==> config.mk <==
export PLATFORM = sky130hd
export DESIGN_NAME = dsp_port
export DESIGN_NICKNAME = d
export VERILOG_FILES = /design/src/rtl/dsp_pkg.sv /design/src/rtl/dsp_fifo2.sv /design/src/rtl/dsp_port.sv
export VERILOG_INCLUDE_DIRS = /design/src /design/src/rtl
export SDC_FILE = /design/constraint.sdc
export NUM_CORES = 1
export LEC_CHECK = 0
export BUFFER_PORTS_ARGS = -buffer_cell sky130_fd_sc_hd__buf_4
export CAP_MARGIN = 20
export CORE_MARGIN = 4
export CORE_UTILIZATION = 60
export CTS_CLUSTER_SIZE = 20
export DETAILED_ROUTE_END_ITERATION = 8
export PLACE_DENSITY = 0.78
export SYNTH_ARGS = -nofsm -noshare
export SYNTH_HDL_FRONTEND = slang
export SYNTH_HIERARCHICAL = 1
export SYNTH_SLANG_ARGS = --single-unit
==> constraint.sdc <==
create_clock -name core_clk -period 3.5 [get_ports core_clk]
set_clock_uncertainty 0.2 [all_clocks]
set_input_delay 0.525 -clock core_clk [delete_from_list [all_inputs] [get_ports core_clk]]
set_output_delay 0.525 -clock core_clk [all_outputs]
set_load 0.03 [all_outputs]
==> src/rtl/dsp_map.svh <==
`ifndef DSP_MAP_SVH
`define DSP_MAP_SVH

// ********************************************************
// Two-wire addressing
// ********************************************************
`define DSP_BUS_ADDR_HI       4'h9
`define DSP_LOW_BITS_STRAP_LO 3'h0
`define DSP_LOW_BITS_STRAP_FL 3'h2
`define DSP_LOW_BITS_STRAP_HI 3'h3
`define DSP_ADDR_HITS_LATCH   2'h1
`define DSP_PEC_POLY          8'h07
`define DSP_BYTE_LAST_BIT     3'h7
`define DSP_TIMEOUT_MS        25
`define DSP_CLK_PERIOD_NS     10

// ********************************************************
// Four-wire commands and pointer
// ********************************************************
`define DSP_CMD_WRITE         8'h90
`define DSP_CMD_READ          8'h91
`define DSP_PTR_FIRST         8'h00
`define DSP_PTR_LAST          8'h3f
`define DSP_LOCK_REG_ADDR     8'h7f
`define DSP_LOCK_PULSES_M1    2'h2

// ********************************************************
// Synchroniser bit positions and idle levels
// ********************************************************
`define DSP_PIN_CS            0
`define DSP_PIN_SCLK          1
`define DSP_PIN_DIN           2
`define DSP_PIN_SCL           3
`define DSP_PIN_SDA           4
`define DSP_PIN_STRAP0        5
`define DSP_PIN_STRAP1        6
`define DSP_PIN_IDLE          7'h1b

`endif

==> src/rtl/dsp_pkg.sv <==
package dsp_pkg;

	typedef struct packed {
		logic [7:0] addr;
		logic [7:0] data;
	} dsp_wr_word_t;

	typedef enum logic [1:0] {
		DSP_STRAP_LOW,
		DSP_STRAP_FLOAT,
		DSP_STRAP_HIGH,
		DSP_STRAP_BAD
	} dsp_strap_t;

	typedef enum logic [2:0] {
		DSP_I2C_IDLE,
		DSP_I2C_ADDR,
		DSP_I2C_ADDR_ACK,
		DSP_I2C_WR,
		DSP_I2C_WR_ACK,
		DSP_I2C_RD,
		DSP_I2C_RD_ACK,
		DSP_I2C_WAIT
	} dsp_i2c_state_t;

	typedef enum logic [1:0] {
		DSP_SPI_NONE,
		DSP_SPI_WRITE,
		DSP_SPI_READ
	} dsp_spi_mode_t;

endpackage : dsp_pkg

==> src/rtl/dsp_fifo2.sv <==
`timescale 1ns/1ps

module dsp_fifo2
	import dsp_pkg::*;
(
	// Clock and reset
	input  wire logic         core_clk,
	input  wire logic         rst_b,
	// Filling side
	input  wire logic         inValid,
	input  dsp_wr_word_t      inWord,
	output logic              inReady,
	// Draining side
	output logic              outValid,
	output dsp_wr_word_t      outWord,
	input  wire logic         outReady
);

	dsp_wr_word_t entry_reg [2];
	logic         wrPtr_reg;
	logic         rdPtr_reg;
	logic [1:0]   count_reg;
	logic         push;
	logic         pop;

	assign inReady  = (count_reg != 2'h2);
	assign outValid = (count_reg != 2'h0);
	assign outWord  = entry_reg[rdPtr_reg];
	assign push     = inValid && inReady;
	assign pop      = outValid && outReady;

	always_ff @(posedge core_clk or negedge rst_b) begin
		if (!rst_b) begin
			entry_reg[0] <= '0;
			entry_reg[1] <= '0;
		end else if (push) begin
			entry_reg[wrPtr_reg] <= inWord;
		end
	end

	always_ff @(posedge core_clk or negedge rst_b) begin
		if (!rst_b) begin
			wrPtr_reg <= 1'b0;
			rdPtr_reg <= 1'b0;
			count_reg <= 2'h0;
		end else begin
			if (push)
				wrPtr_reg <= ~wrPtr_reg;
			if (pop)
				rdPtr_reg <= ~rdPtr_reg;
			if (push && !pop)
				count_reg <= count_reg + 2'h1;
			else if (pop && !push)
				count_reg <= count_reg - 2'h1;
		end
	end

endmodule : dsp_fifo2

==> src/rtl/dsp_port.sv <==
// Behaviour
// - third chip-select rising edge locks four-wire mode.
// - once locked, two-wire traffic is ignored.
// - bus address upper four bits are 1001.
// - strap low/float/high gives low bits 000/010/011.
// - optional 25 ms inactivity timeout abandons transfer.
// - check byte is CRC-8, poly x8+x2+x+1.
// - start condition, then seven address bits, direction.
// - acknowledge own address; direction 0 write, 1 read.
// - nine clocks per byte, data changes clock-low.
// - direction fixed until a new start.
// - strap latched on second own-address transfer.
// - pointer-only write loads pointer, no data.
// - extra write bytes overwrite same register.
// - two-wire read returns one pointed byte.
// - first four-wire byte 90h writes, 91h reads.
// - four-wire input sampled on rising serial clock.
// - data pins released while chip select high.
// - four-wire write: command, address, then data.
// - four-wire pointer advances, wraps 3Fh to 00h.
// - powers up in two-wire mode, unlocked.
// - lock flag reads at 7Fh, power cycle clears.
// - four-wire read shifts out on falling clock.
`timescale 1ns/1ps
`include "dsp_map.svh"

module dsp_port
	import dsp_pkg::*;
#(
	parameter int TIMEOUT_CYCLES = `DSP_TIMEOUT_MS * 1000000 / `DSP_CLK_PERIOD_NS
)
(
	// Clock and reset
	input  wire logic         core_clk,
	input  wire logic         rst_b,
	// Four-wire pins
	input  wire logic         csB,
	input  wire logic         sclk,
	input  wire logic         din,
	output logic              dout,
	output logic              doutOe,
	// Two-wire pins
	input  wire logic         scl,
	input  wire logic         sdaIn,
	output logic              sdaOut,
	output logic              sdaOe,
	// Address strap and configuration
	input  dsp_strap_t        addrStrap,
	input  wire logic         timeoutEn,
	output logic              spiLocked,
	// Register map side
	output logic [7:0]        regRdAddr,
	input  wire logic [7:0]   regRdData,
	output logic              regWrValid,
	output dsp_wr_word_t      regWrWord,
	input  wire logic         regWrReady
);

	// ********************************************************
	// Pin synchronisers and edge detection
	// ********************************************************
	logic [6:0] pinRaw;
	logic [6:0] pinMeta_reg;
	logic [6:0] pinSync_reg;
	logic [6:0] pinLast_reg;
	// Reset to the idle levels so that no false edge follows reset.
	localparam logic [6:0] PIN_IDLE = `DSP_PIN_IDLE;

	assign pinRaw = {addrStrap, sdaIn, scl, din, sclk, csB};

	generate
		for (genvar i = 0; i < 7; i++) begin : g_sync
			always_ff @(posedge core_clk or negedge rst_b) begin
				if (!rst_b) begin
					pinMeta_reg[i] <= PIN_IDLE[i];
					pinSync_reg[i] <= PIN_IDLE[i];
					pinLast_reg[i] <= PIN_IDLE[i];
				end else begin
					pinMeta_reg[i] <= pinRaw[i];
					pinSync_reg[i] <= pinMeta_reg[i];
					pinLast_reg[i] <= pinSync_reg[i];
				end
			end
		end
	endgenerate

	logic csS, sclkS, dinS, sclS, sdaS;
	logic csRise, csFall, sclkRise, sclkFall, sclRise, sclFall, i2cStart, i2cStop;
	dsp_strap_t strapS;

	assign csS      = pinSync_reg[`DSP_PIN_CS];
	assign sclkS    = pinSync_reg[`DSP_PIN_SCLK];
	assign dinS     = pinSync_reg[`DSP_PIN_DIN];
	assign sclS     = pinSync_reg[`DSP_PIN_SCL];
	assign sdaS     = pinSync_reg[`DSP_PIN_SDA];
	assign strapS   = dsp_strap_t'(pinSync_reg[`DSP_PIN_STRAP1:`DSP_PIN_STRAP0]);
	assign csRise   = csS && !pinLast_reg[`DSP_PIN_CS];
	assign csFall   = !csS && pinLast_reg[`DSP_PIN_CS];
	assign sclkRise = sclkS && !pinLast_reg[`DSP_PIN_SCLK];
	assign sclkFall = !sclkS && pinLast_reg[`DSP_PIN_SCLK];
	assign sclRise  = sclS && !pinLast_reg[`DSP_PIN_SCL];
	assign sclFall  = !sclS && pinLast_reg[`DSP_PIN_SCL];
	// Both lines go through identical stages, so their relative order is kept.
	assign i2cStart = sclS && pinLast_reg[`DSP_PIN_SCL] && !sdaS && pinLast_reg[`DSP_PIN_SDA];
	assign i2cStop  = sclS && pinLast_reg[`DSP_PIN_SCL] && sdaS && !pinLast_reg[`DSP_PIN_SDA];

	// ********************************************************
	// Interface selection and lock
	// ********************************************************
	logic [1:0] csPulses_reg;
	logic       locked_reg;

	always_ff @(posedge core_clk or negedge rst_b) begin
		if (!rst_b) begin
			csPulses_reg <= 2'h0;
			locked_reg   <= 1'b0;
		end else if (!locked_reg && csRise) begin
			csPulses_reg <= csPulses_reg + 2'h1;
			if (csPulses_reg == `DSP_LOCK_PULSES_M1)
				locked_reg <= 1'b1;
		end
	end

	assign spiLocked = locked_reg;

	// ********************************************************
	// Shared pointer, read data and write buffer
	// ********************************************************
	logic [7:0]   ptr_reg;
	logic [7:0]   ptrNext;
	logic [7:0]   rdByte;
	logic         i2cPush_reg;
	logic         spiPush_reg;
	dsp_wr_word_t i2cWord_reg;
	dsp_wr_word_t spiWord_reg;
	logic         bufReady;

	assign regRdAddr = ptr_reg;
	// The lock flag lives here, so the rest of the map cannot shadow it.
	assign rdByte  = (ptr_reg == `DSP_LOCK_REG_ADDR) ? {7'h0, locked_reg} : regRdData;
	assign ptrNext = (ptr_reg == `DSP_PTR_LAST) ? `DSP_PTR_FIRST : ptr_reg + 8'h01;

	dsp_fifo2 i_dsp_fifo2 (
		.core_clk (core_clk),
		.rst_b    (rst_b),
		.inValid  (locked_reg ? spiPush_reg : i2cPush_reg),
		.inWord   (locked_reg ? spiWord_reg : i2cWord_reg),
		.inReady  (bufReady),
		.outValid (regWrValid),
		.outWord  (regWrWord),
		.outReady (regWrReady)
	);

	function automatic logic [7:0] crc8(input logic [7:0] crc, input logic [7:0] data);
		logic [7:0] c;
		c = crc;
		for (int i = 7; i >= 0; i--) begin
			c = {c[6:0], 1'b0} ^ ((c[7] ^ data[i]) ? `DSP_PEC_POLY : 8'h00);
		end
		return c;
	endfunction : crc8

	// ********************************************************
	// Two-wire inactivity timeout
	// ********************************************************
	logic [31:0]    idleCnt_reg;
	logic           timedOut;
	dsp_i2c_state_t i2cState_reg;

	assign timedOut = timeoutEn && (idleCnt_reg == 32'(TIMEOUT_CYCLES - 1));

	always_ff @(posedge core_clk or negedge rst_b) begin
		if (!rst_b)
			idleCnt_reg <= '0;
		else if (i2cState_reg == DSP_I2C_IDLE || sclRise || sclFall || timedOut)
			idleCnt_reg <= '0;
		else if (pinLast_reg[`DSP_PIN_SDA] != sdaS)
			idleCnt_reg <= '0;
		else
			idleCnt_reg <= idleCnt_reg + 32'h1;
	end

	// ********************************************************
	// Two-wire address strap latch
	// ********************************************************
	logic [1:0] addrHits_reg;
	logic       strapHeld_reg;
	dsp_strap_t strapKept_reg;
	dsp_strap_t strapUse;
	logic [2:0] lowBits;
	logic [7:0] rxByte;
	logic       addrHit;
	logic [7:0] rxShift_reg;
	logic [2:0] i2cBit_reg;

	assign strapUse = strapHeld_reg ? strapKept_reg : strapS;
	assign rxByte   = {rxShift_reg[6:0], sdaS};
	assign addrHit  = (rxByte[7:1] == {`DSP_BUS_ADDR_HI, lowBits});

	always_comb begin
		unique case (strapUse)
			DSP_STRAP_LOW:  lowBits = `DSP_LOW_BITS_STRAP_LO;
			DSP_STRAP_HIGH: lowBits = `DSP_LOW_BITS_STRAP_HI;
			default:        lowBits = `DSP_LOW_BITS_STRAP_FL;
		endcase
	end

	always_ff @(posedge core_clk or negedge rst_b) begin
		if (!rst_b) begin
			addrHits_reg  <= 2'h0;
			strapHeld_reg <= 1'b0;
			strapKept_reg <= DSP_STRAP_LOW;
		end else if (i2cState_reg == DSP_I2C_ADDR && sclRise && !locked_reg
				&& i2cBit_reg == `DSP_BYTE_LAST_BIT && addrHit && !strapHeld_reg) begin
			addrHits_reg <= addrHits_reg + 2'h1;
			if (addrHits_reg == `DSP_ADDR_HITS_LATCH) begin
				strapHeld_reg <= 1'b1;
				strapKept_reg <= strapS;
			end
		end
	end

	// ********************************************************
	// Two-wire byte engine
	// ********************************************************
	logic       ackPhase_reg;
	logic       ackGo_reg;
	logic       readDir_reg;
	logic       firstWr_reg;
	logic       pecSent_reg;
	logic [7:0] crc_reg;
	logic [7:0] txShift_reg;
	logic [7:0] spiPtrWr;
	logic       spiPtrLoad;
	logic       spiPtrStep;

	always_ff @(posedge core_clk or negedge rst_b) begin
		if (!rst_b) begin
			i2cState_reg <= DSP_I2C_IDLE;
			i2cBit_reg   <= 3'h0;
			rxShift_reg  <= 8'h00;
			txShift_reg  <= 8'h00;
			ackPhase_reg <= 1'b0;
			ackGo_reg    <= 1'b0;
			readDir_reg  <= 1'b0;
			firstWr_reg  <= 1'b0;
			pecSent_reg  <= 1'b0;
			crc_reg      <= 8'h00;
			sdaOe        <= 1'b0;
			i2cPush_reg  <= 1'b0;
			i2cWord_reg  <= '0;
		end else begin
			i2cPush_reg <= 1'b0;
			if (locked_reg || i2cStop || timedOut) begin
				i2cState_reg <= DSP_I2C_IDLE;
				sdaOe        <= 1'b0;
			end else if (i2cStart) begin
				i2cState_reg <= DSP_I2C_ADDR;
				i2cBit_reg   <= 3'h0;
				crc_reg      <= 8'h00;
				pecSent_reg  <= 1'b0;
				sdaOe        <= 1'b0;
			end else begin
				unique case (i2cState_reg)
					DSP_I2C_IDLE, DSP_I2C_WAIT: sdaOe <= 1'b0;
					DSP_I2C_ADDR, DSP_I2C_WR: if (sclRise) begin
						rxShift_reg <= rxByte;
						i2cBit_reg  <= i2cBit_reg + 3'h1;
						if (i2cBit_reg == `DSP_BYTE_LAST_BIT) begin
							crc_reg      <= crc8(crc_reg, rxByte);
							ackPhase_reg <= 1'b0;
							if (i2cState_reg == DSP_I2C_ADDR) begin
								readDir_reg  <= rxByte[0];
								firstWr_reg  <= 1'b1;
								i2cState_reg <= addrHit ? DSP_I2C_ADDR_ACK : DSP_I2C_WAIT;
							end else begin
								firstWr_reg  <= 1'b0;
								ackGo_reg    <= firstWr_reg || bufReady;
								i2cState_reg <= DSP_I2C_WR_ACK;
								if (!firstWr_reg && bufReady) begin
									i2cPush_reg <= 1'b1;
									i2cWord_reg <= '{addr: ptr_reg, data: rxByte};
								end
							end
						end
					end
					DSP_I2C_ADDR_ACK, DSP_I2C_WR_ACK: if (sclFall) begin
						ackPhase_reg <= 1'b1;
						if (!ackPhase_reg) begin
							sdaOe <= (i2cState_reg == DSP_I2C_ADDR_ACK) || ackGo_reg;
						end else if (i2cState_reg == DSP_I2C_ADDR_ACK && readDir_reg) begin
							sdaOe        <= !rdByte[7];
							txShift_reg  <= {rdByte[6:0], 1'b0};
							crc_reg      <= crc8(crc_reg, rdByte);
							i2cBit_reg   <= 3'h1;
							i2cState_reg <= DSP_I2C_RD;
						end else begin
							sdaOe        <= 1'b0;
							i2cBit_reg   <= 3'h0;
							i2cState_reg <= DSP_I2C_WR;
						end
					end
					DSP_I2C_RD: if (sclFall) begin
						i2cBit_reg <= i2cBit_reg + 3'h1;
						if (i2cBit_reg == 3'h0) begin
							sdaOe        <= 1'b0;
							ackPhase_reg <= 1'b0;
							i2cState_reg <= DSP_I2C_RD_ACK;
						end else begin
							sdaOe       <= !txShift_reg[7];
							txShift_reg <= {txShift_reg[6:0], 1'b0};
						end
					end
					DSP_I2C_RD_ACK: begin
						if (sclRise)
							ackPhase_reg <= !sdaS;
						if (sclFall) begin
							// A master acknowledge here asks for the check byte, once.
							if (ackPhase_reg && !pecSent_reg) begin
								pecSent_reg  <= 1'b1;
								sdaOe        <= !crc_reg[7];
								txShift_reg  <= {crc_reg[6:0], 1'b0};
								i2cBit_reg   <= 3'h1;
								i2cState_reg <= DSP_I2C_RD;
							end else begin
								i2cState_reg <= DSP_I2C_WAIT;
							end
						end
					end
				endcase
			end
		end
	end

	assign sdaOut = 1'b0;

	// ********************************************************
	// Pointer ownership
	// ********************************************************
	always_ff @(posedge core_clk or negedge rst_b) begin
		if (!rst_b)
			ptr_reg <= `DSP_PTR_FIRST;
		else if (spiPtrLoad)
			ptr_reg <= spiPtrWr;
		else if (spiPtrStep)
			ptr_reg <= ptrNext;
		else if (!locked_reg && i2cState_reg == DSP_I2C_WR && sclRise
				&& i2cBit_reg == `DSP_BYTE_LAST_BIT && firstWr_reg)
			ptr_reg <= rxByte;
	end

	// ********************************************************
	// Four-wire engine
	// ********************************************************
	dsp_spi_mode_t spiMode_reg;
	logic [2:0]    spiBit_reg;
	logic [1:0]    spiByte_reg;
	logic [7:0]    spiShift_reg;
	logic [7:0]    spiTx_reg;
	logic [7:0]    spiByte;
	logic          spiByteDone;

	assign spiByte     = {spiShift_reg[6:0], dinS};
	assign spiByteDone = locked_reg && !csS && sclkRise && spiBit_reg == `DSP_BYTE_LAST_BIT;
	assign spiPtrLoad  = spiByteDone && spiMode_reg == DSP_SPI_WRITE && spiByte_reg == 2'h1;
	assign spiPtrStep  = spiByteDone && ((spiMode_reg == DSP_SPI_WRITE && spiByte_reg == 2'h2)
			|| spiMode_reg == DSP_SPI_READ
			|| (spiByte_reg == 2'h0 && spiByte == `DSP_CMD_READ));
	assign spiPtrWr    = spiByte;

	always_ff @(posedge core_clk or negedge rst_b) begin
		if (!rst_b) begin
			spiMode_reg  <= DSP_SPI_NONE;
			spiBit_reg   <= 3'h0;
			spiByte_reg  <= 2'h0;
			spiShift_reg <= 8'h00;
			spiTx_reg    <= 8'h00;
			spiPush_reg  <= 1'b0;
			spiWord_reg  <= '0;
			dout         <= 1'b1;
		end else begin
			spiPush_reg <= 1'b0;
			if (!locked_reg || csS || csFall) begin
				spiBit_reg  <= 3'h0;
				spiByte_reg <= 2'h0;
				spiMode_reg <= DSP_SPI_NONE;
			end else if (sclkRise) begin
				spiShift_reg <= spiByte;
				spiBit_reg   <= spiBit_reg + 3'h1;
				if (spiByteDone) begin
					if (spiByte_reg != 2'h2)
						spiByte_reg <= spiByte_reg + 2'h1;
					if (spiByte_reg == 2'h0) begin
						unique case (spiByte)
							`DSP_CMD_WRITE: spiMode_reg <= DSP_SPI_WRITE;
							`DSP_CMD_READ:  spiMode_reg <= DSP_SPI_READ;
							default:        spiMode_reg <= DSP_SPI_NONE;
						endcase
					end
					if (spiMode_reg == DSP_SPI_WRITE && spiByte_reg == 2'h2) begin
						// The serial clock cannot be held off, so a full buffer drops the byte.
						spiPush_reg <= bufReady;
						spiWord_reg <= '{addr: ptr_reg, data: spiByte};
					end
					if (spiMode_reg == DSP_SPI_READ || (spiByte_reg == 2'h0 && spiByte == `DSP_CMD_READ))
						spiTx_reg <= rdByte;
				end
			end else if (sclkFall) begin
				dout      <= spiTx_reg[7];
				spiTx_reg <= {spiTx_reg[6:0], 1'b0};
			end
		end
	end

	assign doutOe = locked_reg && !csS;

endmodule : dsp_port

==> results of run 1 <==
[report_power, final]
group	switching, mW	internal (mW)
Sequential	0.209	2.39
Combinational	0.431	0.368
Clock	0.868	1.11
Total	1.51	3.87
[placed cells by master, fill, tap and decap left out, drive strengths merged, types with 6 or more instances in the layout]
cell type    count
dlygate4sd3      8
inv             35
nor4             8
xor2            25
dfrtp          180
a2bb2oi          6
or3              7
o21ai           39
nor2            71
dfstp           13
nor3            14
nand2b           9
nor2b            8
o31ai            8
mux2i           13
xnor2           53
nand4           15
nand2          100
and3            11
nand3           23
mux2           105
clkbuf          20
a21oi           32
and2             8
ha              15
buf             60
[cell families after synthesis]
| logic type | count (synthesis) |
|---|---|
| multiplexers | 118 |
| adder cells (fa/ha/maj) | 16 |
| buffers and inverters | 79 |
| AO/OA/AOI/OAI | 138 |
| flip-flops | 193 |
| AND/OR/NAND/NOR | 309 |
| XOR/XNOR | 81 |
| other | 1 |
[path summary, 6_finish.rpt]
path / to / slack (ns) / cells past startpoint
min: sclS / 0.16 / 0
min reg2reg: sclS / 0.16 / 0
max reg2reg: regRdAddr[0] / 0.54 / 8
max: regRdAddr[0] / 0.54 / 8
min in group asynchronous: txShift_reg[5] / 0.50 / 2
max in group asynchronous: pinMeta_reg[4] / 1.80 / 3
[area by class of cell]
cell class | count | area (um^2) | share of cell area, %
inverter | 31 | 116 | 1.03
multi-input combinational | 663 | 4920 | 43.5
clock inverter | 13 | 153 | 1.35
tap | 220 | 275 | 2.43
clock buffer | 19 | 453 | 4.00
sequential | 193 | 4850 | 42.8
timing repair buffer | 69 | 557 | 4.92
[metal layers]
layer	vias to the layer above	routed length [um]	track usage [%]
met4	0	359	6.31
met3	35	1190	5.30
met2	220	10300	38.7
met5	-	0	0
met1	3537	9460	33.4
li1	3370	-	-
[metrics by stage]
| step | hold slack, ns | power, mW |
|---|---|---|
| global placement | 0.133 | 3.41 |
| CTS | 0.158 | 5.42 |
| floorplan | 0.0294 | 3.15 |
| detailed placement | 0.139 | 3.43 |
| finish | 0.156 | 5.37 |
| global route | 0.162 | 5.65 |
[worst max-delay path: stages (launching register included)]
cell and delay, ns:
dfstp_2 0.53, inv_1 0.04, ha_1 0.36, nand4b_1 0.33
a21oi_1 0.07, a41oi_1 0.71, or3_1 0.26, mux2i_1 0.09
a221o_1 0.26
==> flow_metrics.tcl, run 1 <==
set metrics [dict create \
    status "complete, no violations" \
    holdBufCountCts 8 \
    power_density_nw_per_um2 475 \
    gp_congestion 0.918 \
    synth_cell_types 89 \
    fillers 1293 \
    syn-num-nets 969 \
    die_y_um 138 \
    yosys_register_bits 193 \
    tightest_slew_ns 0.950 \
    dpl.hpwl_um 14800 \
    coreArea_um2 16600 \
    dieArea_um2 19000 \
    leakagePower_nw 5.18 \
    yosys.cell_count.top_type "dfrtp_1" \
    crit_fanout 13 \
    critPathLaunchType "flop" \
    rsz0062_at_grt "no" \
    start_util_pct 61.1 \
    synth.area.top_cells "dfrtp_1, mux2_2, xnor2_1, nand2_1, dfstp_2" \
    cp.required_ns 3.61 \
    drv_cap 0 \
    ant_nets 0 \
    slew_viol_final 0 \
    synth-edff-count 0 \
    std_cell_rows 47 \
    portBuffers 47 \
    synth_top_cell_area_share_pct 44.4 \
    reg2reg_from "pinLast_reg[1]" \
    final-hold-violation-count 0 \
    placed_area_um2 10600 \
    post_cts_buffers 0 \
    worstSetupStartpoint "pinLast_reg[1]" \
    maxSlewHeadroom_pct 36.6 \
    synthMuxAreaShare_pct 13.8 \
    synth-main-ff-cell "dfrtp_1" \
    root_buffer "clkbuf_16" \
    synth_compound_area_share_pct 9.26 \
    io_pins 49 \
    dp_slack_ns 0.573 \
    antenna_cells 0 \
    min_from "pinMeta_reg[3]" \
    cts_tree "built" \
    vias 7162 \
    cts_num_sinks 193 \
    yosys.area_share.simple_pct 16.0 \
    clk_pin_slew_ns 0.07 \
    ys_seq_area_share_pct 47.8 \
    via_per_inst 5.93 \
    setup_viol 0 \
    worst_setup_path_end_kind "flop" \
    wire_per_inst_um 17.6 \
    clock_latency_ns 0.43 \
    cts_buffers 17 \
    timing.final.crit_share_pct 84.7 \
    fin_nets 1009 \
    synthXorXnorAreaFrac_pct 7.45 \
    synthAdderAreaFrac_pct 1.95 \
    totalWireLength_um 21300 \
    area_growth_syn_to_layout_pct 11.7 \
    clockBufferDepth 2 \
    fp.dieW_um 138 \
    drtPass1Iterations 5 \
    grt_pass1_wl_um 36400 \
    first_global_vias 7210 \
    yosysWarningCount 6 \
    final_core_util_pct 68.3 \
    drt_iter0_drc 521 \
    crit_arrival_ns 3.07 \
    hold_class "reg2reg" \
    synth_top_cells_by_count "dfrtp_1, nand2_1, mux2_2" \
    final_cells 1208 \
    stdcell_area_um2 11300 \
    drive_above_1_share_pct 23.7 \
    synth_area_per_cell_um2 10.8 \
    cts_resized 0 \
    layout_setup_ws_ns 0.536 \
    htreeDepth 4 \
    drc 0 \
    yosysTopAreaCell "dfrtp_1" \
    antenna_found_initial 0 \
    crit_type "reg2reg" \
    netlist_area_um2 10100 \
    syn_inst 935 \
    peakVddDrop_uv 363 \
    layout_min_cycle_time_ns 2.96 \
    gr-total-overflow 0 \
    ys_async_sr_fraction_pct 100 \
    dpl.cell_count 1168 \
    fmax_mhz 337 \
    grt_max_degree 89 \
    grt_use_total_pct 24.1 \
    setup_tns_ns 0 \
    synth_top_family_by_area "simple AND/OR/NAND/NOR gates" \
]
(Power assumes the default switching activity.)
==> run 2, diff against run 1 <==
--- a/config.mk
+++ b/config.mk
@@ -9,10 +9,10 @@
 export BUFFER_PORTS_ARGS = -buffer_cell sky130_fd_sc_hd__buf_4
 export CAP_MARGIN = 20
 export CORE_MARGIN = 4
-export CORE_UTILIZATION = 60
+export CORE_UTILIZATION = 56
 export CTS_CLUSTER_SIZE = 20
 export DETAILED_ROUTE_END_ITERATION = 8
-export PLACE_DENSITY = 0.78
+export PLACE_DENSITY = 0.77
 export SYNTH_ARGS = -nofsm -noshare
 export SYNTH_HDL_FRONTEND = slang
 export SYNTH_HIERARCHICAL = 1
==> constraint.sdc (replaced) <==
create_clock -name core_clk -period 2.5 [get_ports core_clk]
set_clock_uncertainty 0.2 [all_clocks]
set_input_delay 0.375 -clock core_clk [delete_from_list [all_inputs] [get_ports core_clk]]
set_output_delay 0.375 -clock core_clk [all_outputs]
set_load 0.03 [all_outputs]
==> flow_metrics.tcl, run 2 (same netlist as run 1, synthesis figures left out) <==
set metrics [dict create \
    wl_met2_um 11300 \
    drc 0 \
    drv_cap 0 \
    ant_nets 0 \
    final-hold-violation-count 0 \
    gr-total-overflow 0 \
    portBuffers 47 \
    wl_met3_um 996 \
    placed_area_um2 11100 \
    antenna_cells 0 \
    coreArea_um2 17500 \
    dpl.cell_count 1232 \
    drt_iter0_drc 486 \
    fp.dieW_um 143 \
    first_global_vias 7564 \
    hold_class "in2reg" \
    grt_max_degree 74 \
    final_core_util_pct 67.8 \
    critPathTopFamily "compound AO/OA/AOI/OAI gates" \
    antenna_found_initial 0 \
    cts_buffers 17 \
    layout_min_cycle_time_ns 2.42 \
    crit_type "reg2reg" \
    fmax_mhz 414 \
    cp.buffers_inverters 1 \
    critPathLaunchType "flop" \
    layout_commonest_cell "dfrtp_1" \
    io_pins 49 \
    setup_viol 0 \
    start_util_pct 57.8 \
    grt_use_total_pct 23.1 \
    gp_congestion 0.961 \
    cts_num_sinks 193 \
    area_growth_syn_to_layout_pct 17.3 \
    wire_per_inst_um 17.9 \
    maxSlewHeadroom_pct 63.0 \
    slowest_stage "o41a_1" \
    met1_length_um 10000 \
    layout_common_cells "dfrtp_1, buf_4, nand2_1" \
    die_y_um 143 \
    root_buffer "clkbuf_16" \
    layout_setup_ws_ns 0.0827 \
    worst_setup_path_end_kind "flop" \
    crit_arrival_ns 2.55 \
    via_per_inst 5.82 \
    stdcell_area_um2 11900 \
    totalWireLength_um 22800 \
    std_cell_rows 48 \
    clock_latency_ns 0.44 \
    post_cts_buffers 0 \
    status "complete, no violations" \
    tightest_slew_ns 0.555 \
    design_power_total_mw 7.79 \
    dieArea_um2 20300 \
    peakVddDrop_uv 818 \
    path_cells "nor4_2 > nand3_1 > o41a_1 > buf_6 > and2_2 > a21o_1 > a21o_1" \
    fin_nets 1068 \
    dp_slack_ns 0.0375 \
    grt_pass1_wl_um 37800 \
    cp.required_ns 2.63 \
    timing.final.crit_share_pct 96.7 \
    leakagePower_nw 5.52 \
    htreeDepth 4 \
    cpPeakStageDelay_ns 0.49 \
    clk_pin_slew_ns 0.07 \
    clockBufferDepth 2 \
    topRoutingLayerUsed "met4" \
    dpl.hpwl_um 15800 \
    path_common_cell "a21o_1" \
    slew_viol_final 0 \
    final_cells 1272 \
    vias 7397 \
    cts_tree "built" \
    drtPass1Iterations 7 \
    crit_fanout 11 \
    power_density_nw_per_um2 656 \
    drive_above_1_share_pct 28.9 \
]
-- run 2: worst min-delay path, cell delays in order --
cell and delay, ns:
buf_4 0.11, nand2_1 0.10, xnor2_1 0.07
-- run 2: power by group --
group	leakage (nW)	switching, mW	total, mW	internal (mW)
registers	2.58	0.208	3.56	3.35
logic	2.63	0.717	1.31	0.589
clock network	0.312	1.24	2.93	1.69
total	5.52	2.16	7.79	5.63
-- run 2: final cells by class --
| cell class | count | area (um^2) |
|---|---|---|
| fillers | 1334 | 5650 |
| clock inverters | 14 | 199 |
| repair buffers | 128 | 1040 |
| flip-flops and latches | 193 | 4850 |
| multi-input cells | 663 | 4970 |
| inverters | 31 | 116 |
| clock buffers | 18 | 429 |
| well taps | 225 | 282 |
-- run 2: routing by layer --
layer  track usage, %  vias to the layer above
met5                0                        -
met4             7.00                        0
met3             4.77                       38
met2             38.8                      163
met1             30.4                     3703
li1                 -                     3493
-- run 2: what timing repair did --
| action | in CTS | in global routing |
|---|---|---|
| hold buffers | 8 | 0 |
| hold endpoints to repair | 99 | 0 |
| endpoints found under the setup margin | 0 | 46 |
| resized for setup | 0 | 12 |
-- run 2: final timing paths --
path                                         endpoint  cells past startpoint             from  slack (ns)
worst max-delay path                       crc_reg[4]                      7  idleCnt_reg[22]        0.08
worst min-delay path            i_dsp_fifo2/rdPtr_reg                      3       regWrReady        0.05
worst max register to register             crc_reg[4]                      7  idleCnt_reg[22]        0.08
worst min register to register         pinSync_reg[5]                      0   pinMeta_reg[5]        0.15
max in group asynchronous              pinLast_reg[3]                      3            rst_b        1.19
min in group asynchronous                spiTx_reg[5]                      2            rst_b        0.18
-- run 2: stage by stage --
step	hold WS, ns	setup TNS [ns]
3_5_place_dp	0.0842	0
6_report	0.0486	0
4_1_cts	0.0317	0
2_1_floorplan	-0.121	0
5_1_grt	0.0509	-0.0933
3_3_place_gp	0.0855	0
